File: config.mk
export PLATFORM = sky130hd
export DESIGN_NAME = iem_interrupt_enable_mask
export DESIGN_NICKNAME = d
export VERILOG_FILES = /design/src/logic/iem_sync.v /design/src/logic/iem_interrupt_enable_mask.v
export VERILOG_INCLUDE_DIRS = /design/src /design/src/logic
export SDC_FILE = /design/constraint.sdc
export NUM_CORES = 1
export LEC_CHECK = 0
export BUFFER_PORTS_ARGS = -buffer_cell sky130_fd_sc_hd__buf_2
export CAP_MARGIN = 30
export CORE_ASPECT_RATIO = 0.9
export CORE_UTILIZATION = 41
export DETAILED_ROUTE_END_ITERATION = 7
export PLACE_DENSITY = 0.79
export SYNTH_ARGS = -nofsm -noshare
export SYNTH_HDL_FRONTEND = slang
export SYNTH_HIERARCHICAL = 1
export SYNTH_SLANG_ARGS = --single-unit
File: constraint.sdc
create_clock -name clk -period 1.4 [get_ports clk]
set_input_delay 0.28 -clock clk [delete_from_list [all_inputs] [get_ports clk]]
set_output_delay 0.28 -clock clk [all_outputs]
set_load 0.05 [all_outputs]
File: src/logic/iem_defines.vh
/*
 interrupt enable mask: register offsets, bit positions, reset values.
 assumes inclusion by bare name from the design files.
*/
`ifndef IEM_DEFINES_VH
`define IEM_DEFINES_VH

`define IEM_ADDR_W 12
`define IEM_OFF_ENABLE 12'h000
`define IEM_OFF_PENDING 12'h004
`define IEM_OFF_GATED 12'h008

`define IEM_BIT_EXT0 0
`define IEM_BIT_TIMER0 1
`define IEM_BIT_EXT1 2
`define IEM_BIT_TIMER1 3
`define IEM_BIT_UART 4
`define IEM_BIT_TIMER2 5
`define IEM_BIT_SPI 6
`define IEM_BIT_GLOBAL 7

`define IEM_ENABLE_RESET 8'h00
`define IEM_NUM_SRC 7

`endif

File: src/logic/iem_sync.v
/*
 two-flop synchroniser bank for asynchronous request levels.
 assumes one clock clk and async active-low resetn.
*/
`timescale 1ns/1ns
module iem_sync #(
	parameter WIDTH = 2
) (
	input wire clk,
	input wire resetn,
	input wire [WIDTH-1:0] async_in,
	output reg [WIDTH-1:0] sync_out
);

reg [WIDTH-1:0] meta;

// first stage feeds only the second
always @(posedge clk or negedge resetn) begin
	if (!resetn) begin
		meta <= {WIDTH{1'b0}};
		sync_out <= {WIDTH{1'b0}};
	end else begin
		meta <= async_in;
		sync_out <= meta;
	end
end

endmodule // iem_sync

File: src/logic/iem_interrupt_enable_mask.v
/*
 interrupt enable mask: global enable plus seven per-source masks held in
 interrupt_enable_reg, reached over apb; gates pending source requests to the
 cpu interrupt logic.
 assumes peripheral flags come from logic on clk; the external request pins
 are asynchronous and active low; pending flags are held by their owners.
*/
// The implementer's own choices: the placing of the registers and register access over APB.
`timescale 1ns/1ns
`include "iem_defines.vh"
module iem_interrupt_enable_mask (
	input wire clk,
	input wire resetn,
	input wire psel,
	input wire penable,
	input wire pwrite,
	input wire [`IEM_ADDR_W-1:0] paddr,
	input wire [31:0] pwdata,
	output wire pready,
	output reg [31:0] prdata,
	output wire pslverr,
	input wire serial_periph_request,
	input wire timer2_low_overflow_flag,
	input wire timer2_high_overflow_flag,
	input wire uart_request,
	input wire timer1_overflow_flag,
	input wire timer0_overflow_flag,
	input wire external_request_pin_one_n,
	input wire external_request_pin_zero_n,
	output reg [6:0] gated_request,
	output reg any_request
);

reg [7:0] interrupt_enable_reg;
wire [1:0] ext_sync;
wire [6:0] pending;
wire [6:0] next_gated;
wire apb_write;
wire apb_read;
wire hit;

function is_mapped;
	input [`IEM_ADDR_W-1:0] addr;
	begin
		is_mapped = (addr == `IEM_OFF_ENABLE) || (addr == `IEM_OFF_PENDING) ||
			(addr == `IEM_OFF_GATED);
	end
endfunction

// external pins are not on clk; resync before any gating
// inverted ahead of the flops so their reset value matches the idle pin
iem_sync #(
	.WIDTH(2)
) u_sync (
	.clk(clk),
	.resetn(resetn),
	.async_in({~external_request_pin_one_n, ~external_request_pin_zero_n}),
	.sync_out(ext_sync)
);

// pending is never cleared here, so a blocked source waits for enable
assign pending[`IEM_BIT_EXT0] = ext_sync[0];
assign pending[`IEM_BIT_TIMER0] = timer0_overflow_flag;
assign pending[`IEM_BIT_EXT1] = ext_sync[1];
assign pending[`IEM_BIT_TIMER1] = timer1_overflow_flag;
assign pending[`IEM_BIT_UART] = uart_request;
assign pending[`IEM_BIT_TIMER2] = timer2_low_overflow_flag | timer2_high_overflow_flag;
assign pending[`IEM_BIT_SPI] = serial_periph_request;

genvar i;
generate
	for (i = 0; i < `IEM_NUM_SRC; i = i + 1) begin : g_gate
		assign next_gated[i] = pending[i] & interrupt_enable_reg[i] &
			interrupt_enable_reg[`IEM_BIT_GLOBAL];
	end
endgenerate

always @(posedge clk or negedge resetn) begin
	if (!resetn) begin
		gated_request <= 7'h00;
		any_request <= 1'b0;
	end else begin
		gated_request <= next_gated;
		any_request <= |next_gated;
	end
end

// zero-wait slave; unmapped addresses answer with an error
assign pready = 1'b1;
assign hit = is_mapped(paddr);
assign pslverr = psel & penable & ~hit;
assign apb_write = psel & penable & pwrite & hit;
assign apb_read = psel & ~penable & ~pwrite;

always @(posedge clk or negedge resetn) begin
	if (!resetn) begin
		interrupt_enable_reg <= `IEM_ENABLE_RESET;
	end else if (apb_write && paddr == `IEM_OFF_ENABLE) begin
		interrupt_enable_reg <= pwdata[7:0];
	end
end

// read data captured in setup so it is registered by the access phase
always @(posedge clk or negedge resetn) begin
	if (!resetn) begin
		prdata <= 32'h00000000;
	end else if (apb_read) begin
		case (paddr)
			`IEM_OFF_ENABLE: prdata <= {24'h000000, interrupt_enable_reg};
			`IEM_OFF_PENDING: prdata <= {25'h0, pending};
			`IEM_OFF_GATED: prdata <= {25'h0, next_gated};
			default: prdata <= 32'h00000000;
		endcase
	end
end

endmodule // iem_interrupt_enable_mask

==> results of run 1 <==
==> critical path, delay by kind of cell <==
family | cells | cell delay [ns]
buffers and inverters | 3 | 0.44
and+or+nand+nor | 1 | 0.25
AOI/OAI and AO/OA | 1 | 0.09
==> synth_stat cells (2+ instances only) <==
library cell  number
and3_1             7
nand2_1           18
buf_4             25
nand4_1            4
conb_1             2
a32oi_1            4
nor4b_2            2
a22oi_1            7
nor4_4             3
mux2_2             8
inv_1              2
o221ai_1           3
dfrtp_1           28
==> worst paths after layout <==
| path | startpoint | to | slack [ns] | cells after the start |
|---|---|---|---|---|
| max in group asynchronous | resetn | gated_request[6] | 1.02 | 1 |
| min reg2reg | u_sync/meta[1] | u_sync/sync_out[1] | 0.36 | 0 |
| min | resetn | u_sync/meta[1] | -0.004 | 1 |
| max reg2reg | interrupt_enable_reg[7] | prdata[6] | 0.22 | 3 |
| max | paddr[6] | pslverr | 0.06 | 5 |
| min in group clk | external_request_pin_zero_n | u_sync/meta[0] | 0.14 | 2 |
==> where the power goes <==
part / internal [mW] / total [mW] / switching, mW / leakage (nW)
Clock: 0.252 / 0.486 / 0.234 / 0.0288
Combinational: 0.0706 / 0.294 / 0.224 / 0.585
Sequential: 0.814 / 0.817 / 0.00253 / 0.382
Total: 1.14 / 1.60 / 0.460 / 0.996
==> per-layer routing <==
layer	global-route usage [%]	part of all wire (%)
met4	1.90	0.35
met5	0	0
met1	21.3	41
met3	4.13	8.1
met2	29.5	50
==> cell families (layout without fill, tap and decap cells) <==
family,Yosys count,in the layout,synth area share (%)
simple gates,42,42,21.0
other cells,2,25,0.521
compound gates,18,18,9.89
flops,28,28,48.6
mux,8,8,6.24
buf+inv,28,73,13.8
==> metrics by stage <==
stage               total power, mW  hold slack [ns]  instances  utilization, %
floorplan                      1.07          -0.0156        149               -
detailed placement             1.12            0.315        230            51.8
finish                         1.60         -0.00428        238            54.6
global placement               1.12            0.311        230            51.8
CTS                            1.60           0.0169        234            53.5
global route                   1.66           0.0385        238            54.6
==> layout by cell type, fill, tap and decap left out <==
cell type  count
mux2_2         8
nor4_4         3
clkbuf_8       4
nor3b_1        1
conb_1        25
and3_1         7
a32oi_1        4
nand3_1        1
or3b_2         1
dfrtp_1       28
nand4_1        4
nand4_2        1
buf_2         48
nand4_4        1
buf_6          1
o211a_1        1
o221ai_1       3
or2_2          1
a22oi_1        7
inv_1          2
nor3_1         1
a31oi_2        1
a211oi_2       1
nor4b_2        2
o21ai_0        1
buf_4         18
nor4_1         1
nand2_1       18
==> area by class of cell <==
class | instances | share of cell area (%)
Inverter | 2 | 0.407
Timing Repair Buffer | 67 | 20.9
Clock buffer | 4 | 2.98
Tap cell | 44 | 2.98
Sequential cell | 28 | 38.0
Multi-Input combinational cell | 93 | 34.7
==> timing repair <==
action                                  in CTS  in global routing
gates cloned                                 0                  0
setup buffers                                0                  4
endpoints found under the setup margin       1                  1
resized for setup                            1                  2
==> flow_summary.yaml, run 1 <==
placed_design:
  gp_congestion: 0.827
  io_buffers: 49
  place_area_um2: 1750
  dpl.hpwl_mm: 2.29
  place_ws_ns: -0.0949
synth:
  synth_top_area_cell: "dfrtp_1"
  syn-cell-area_um2: 1440
  synth.avg_cell_area_um2: 11.4
  yosysSeqAreaShare_pct: 48.6
  async_flop_share_pct: 100
  netlist-cell-type-count: 26
  synth_warnings: 6
  netlist_instances: 126
  synth_edf_count: 0
  synth_area_leaders: "dfrtp_1, buf_4, mux2_2, nand2_1, nor4_4"
  synth_seq_cells: 28
  synth_ff_type: "dfrtp_1"
  yosys.area.top_type_share_pct: 48.6
routing:
  drt_wl_total_mm: 2.85
  drt-vias-per-instance: 4.93
  dr_total_vias: 1173
  drc_errors: 0
  dr.pass1.iters: 4
  routedWlPerCell_um: 12.0
  drt_iter0_drc: 29
  ant_nets: 0
global_routing:
  grt_max_degree: 29
  grt_overflow: 0
  grt_pass1_vias: 1068
  grt_usage_pct: 16.7
  antenna_found_initial: 0
  grt_pass1_wl_mm: 4.77
setup_path:
  worstPathRequired_ns: 1.12
  critical_path_arrival_ns: 1.06
  crit_chain: "buf_2 -> nor4_4 -> buf_4 -> a31oi_2 -> buf_6"
  cp_slowest_cell: "nor4_4"
  max_stage_delay_ns: 0.25
  crit_path_end_kind: "primary output"
  critical_path_class: "input pin to primary output"
  crit_fanout: 4
  startpoint_type: "input pin"
floorplan:
  fp.dieH_um: 58.3
  rows: 20
  die_area_um2: 3760
  core_area_um2: 3380
  die_width_um: 64.5
  start_util_pct: 42.7
  ioPinCount: 99
cts:
  cts-root-buf: "clkbuf_8"
  cts_tree: "built"
  cts_buffers: 3
  clock_sinks: 28
  ctsHoldBuffers: 0
  clkTransAtPathRegs_ns: 0.09
  insertion_delay_ns: 0.27
  cts_buffer_depth: 2
  htree_levels: 1
status:
  violations: "hold timing"
  status: "finished, violations left"
timing:
  rsz0062_at_grt: "no"
  tns_ns: 0
  finalCritPeriodShare_pct: 95.5
  slew_headroom_pct: 60.8
  drv_slew: 0
  fin_hold_ws_ns: -0.00428
  post-route-min-period_ns: 1.34
  skew_ns: 0.00293
  setup_viol: 0
  postLayoutSetupSlackWorst_ns: 0.0627
  tightest_slew_ns: 0.588
  fmax_mhz: 748
  hold_viol_final: 7
finish:
  area_delta_synth_final_pct: 27.9
  finalInstanceArea_um2: 1850
  regArea_um2: 701
  multi_input_area_um2: 641
  nets: 252
  num_antenna_cells: 0
  drive_gt1_share_pct: 46.4
  nFillCells: 299
min_path:
  hold_path_class: "input pin to async pin"
power:
  cellPowerDensity_nw_per_um2: 865
  ir_worst_vdd_mv: 0.797
  power.leakage_nw: 0.996
job:
  max-cap-violations: 0
Note: power is estimated with default switching activity, not from simulation.
==> inputs of run 2 (changes only) <==
CORE_MARGIN = 2   (was unset)
PLACE_DENSITY = 0.8   (was 0.79)
SYNTH_HIERARCHICAL = unset   (was 1)
==> run 2 against run 1 <==
Net effect: the flow still finishes with violations (hold timing); global-route usage fell by 1.3 points; worst setup slack worse by 0.014 ns; die area is 5.6% higher; clock power is essentially flat; cell area down 1.1%; sequential power is essentially flat; combinational power shrank 2%; clock-buffer cell count unchanged; core utilization decreased by 0.19 points; total power shrank 0.14%; sequential cell count is the same; largest power group unchanged; highest routed layer is now met3.
==> flow_summary.yaml, run 2 <==
setup_path:
  endpoint: "pslverr"
  r2r-start: "interrupt_enable_reg[3]"
  path_buf_inv: 3
  crit_fanout: 3
  crit_path_end_kind: "primary output"
  crit_family: "buffers and inverters"
  startpoint_type: "input pin"
  crit_chain: "buf_2 -> nor4_4 -> buf_4 -> a31oi_4 -> buf_4"
  critical_path_arrival_ns: 1.07
  r2r_slack_ns: 0.13
  cpMostUsedCell: "buf_4"
  max_stage_delay_ns: 0.25
  timing.rr.end: "any_request"
  startpoint: "paddr[5]"
  rr_worst_depth: 3
  critical_path_class: "input pin to primary output"
  worstPathRequired_ns: 1.12
  cp_slowest_cell: "nor4_4"
  cp.depth: 5
placed_design:
  dpl.hpwl_mm: 2.33
  place_area_um2: 1750
  place_ws_ns: -0.131
  place_inst: 226
  io_buffers: 49
  gp_congestion: 0.810
global_routing:
  grt_pass1_vias: 1001
  grt_pass1_wl_mm: 4.66
  antenna_found_initial: 0
  grt_usage_pct: 15.4
  grt_max_degree: 29
  grt_overflow: 0
power:
  power_mw: 1.59
  cellPowerDensity_nw_per_um2: 873
  p_sw_uw: 462
  power.share.clock_pct: 30.6
  power_frac_seq_pct: 51.3
  comb_power_share_pct: 18.1
  swShare_pct: 29.0
  intPower_mw: 1.13
  ir_worst_vdd_mv: 0.746
  power.leakage_nw: 0.978
cts:
  htree_levels: 1
  cts_tree: "built"
  clock_sinks: 28
  cts_buffer_depth: 2
  clkTransAtPathRegs_ns: 0.09
  cts-root-buf: "clkbuf_8"
  insertion_delay_ns: 0.27
  cts_buffers: 3
  ctsHoldBuffers: 0
finish:
  nets: 246
  nFillCells: 309
  num_antenna_cells: 0
  layout_commonest_cell: "buf_2"
  area_delta_synth_final_pct: 27.9
  finalInstanceArea_um2: 1830
  finalNonFillerCells: 232
  final_cell_mix: "buf_2, dfrtp_1, conb_1"
  drive_gt1_share_pct: 45.7
  finish.utilization_pct: 54.4
min_path:
  hold_path_class: "input pin to async pin"
routing:
  dr_wl_met3_um: 254
  drt_iter0_drc: 92
  met2_length_mm: 1.49
  drt-vias-per-instance: 4.91
  highest_layer: "met3"
  dr.pass1.iters: 4
  drt-met1-wl_mm: 1.21
  ant_nets: 0
  drc_errors: 0
  drt_wl_total_mm: 2.96
  routedWlPerCell_um: 12.8
  dr_total_vias: 1138
floorplan:
  fp.dieH_um: 60.0
  rows: 20
  die_width_um: 66.2
  start_util_pct: 42.6
  ioPinCount: 99
  die_area_um2: 3970
  core_area_um2: 3350
synth:
  yosys.area.top_type_share_pct: 49.1
  synth_fa_ha_area_share_pct: 0
  synth_area_leaders: "dfrtp_1, buf_4, a22oi_1, mux2_2, nand2_1"
  netlist-cell-type-count: 23
  synth_edf_count: 0
  synthTopCellsByCount: "dfrtp_1, buf_4, a22oi_1"
  synth_warnings: 0
  async_flop_share_pct: 100
  synthSimpleGateAreaFrac_pct: 15.8
  synth-compound-area-share_pct: 13.8
  synth_seq_cells: 28
  synth.avg_cell_area_um2: 11.5
  synth_top_area_cell: "dfrtp_1"
  netlist_instances: 124
  synth_top_family_by_area: "simple AND/OR/NAND/NOR gates"
  synth_mux_area_share_pct: 6.31
  yosysSeqAreaShare_pct: 49.1
  syn-cell-area_um2: 1430
  synth_ff_type: "dfrtp_1"
  synth-xor-area-share_pct: 0
  synth.most_common_cell: "dfrtp_1"
timing:
  tns_ns: 0
  setup_viol: 0
  skew_ns: 0.00478
  post-route-min-period_ns: 1.35
  postLayoutSetupSlackWorst_ns: 0.0489
  rsz0062_at_grt: "no"
  tightest_slew_ns: 0.590
  finalCritPeriodShare_pct: 96.5
  fin_hold_ws_ns: -0.000316
  hold_viol_final: 1
  drv_slew: 0
  slew_headroom_pct: 60.7
  fmax_mhz: 740
status:
  status: "finished, violations left"
  violations: "hold timing"
job:
  max-cap-violations: 0
[run 2: what timing repair did]
item                       4_1_cts  5_1_grt
buffers inserted                 0        2
setup endpoints to repair        0        1
gates resized for setup          0        2
hold endpoints to repair         0        0
[run 2: per-layer routing]
layer / global-route usage (%) / up-vias
met5: 0 / -
met4: 2.04 / 0
met3: 3.95 / 0
met2: 25.1 / 55
met1: 21.2 / 543
li1: - / 540
[run 2: how the worst min path moves through the flow]
stage	from	end	slack (ns)	depth (start not counted)
after floorplan	resetn	any_request	-0.02	0
after global placement	resetn	interrupt_enable_reg[3]	0.32	1
after detailed placement	resetn	interrupt_enable_reg[3]	0.32	1
after CTS	resetn	interrupt_enable_reg[3]	0.02	1
after global routing	resetn	prdata[3]	0.05	1
final	resetn	prdata[3]	-0.0003	1
[run 2: power groups by stage]
stage               clock, mW  sequential, mW  combinational (mW)
floorplan                   0           0.833               0.239
global placement            0           0.833               0.283
detailed placement          0           0.833               0.286
CTS                     0.503           0.817               0.286
global route            0.538           0.818               0.309
finish                  0.488           0.817               0.289
[run 2: layout make-up]
class	instances	area [um^2]	area share [%]
flip-flops and latches	28	701	38.4
multi-input cells	89	639	35.0
repair buffers	65	368	20.2
clock buffers	4	55.1	3.02
well taps	44	55.1	3.02
inverters	2	7.51	0.411
[run 2: logic make-up (layout without fill, tap and decap cells)]
family	count (synthesis)	in the layout
flip-flops	28	28
AO/OA/AOI/OAI	25	25
buffers and inverters	30	71
multiplexers	8	8
AND/OR/NAND/NOR	31	31
other	2	25
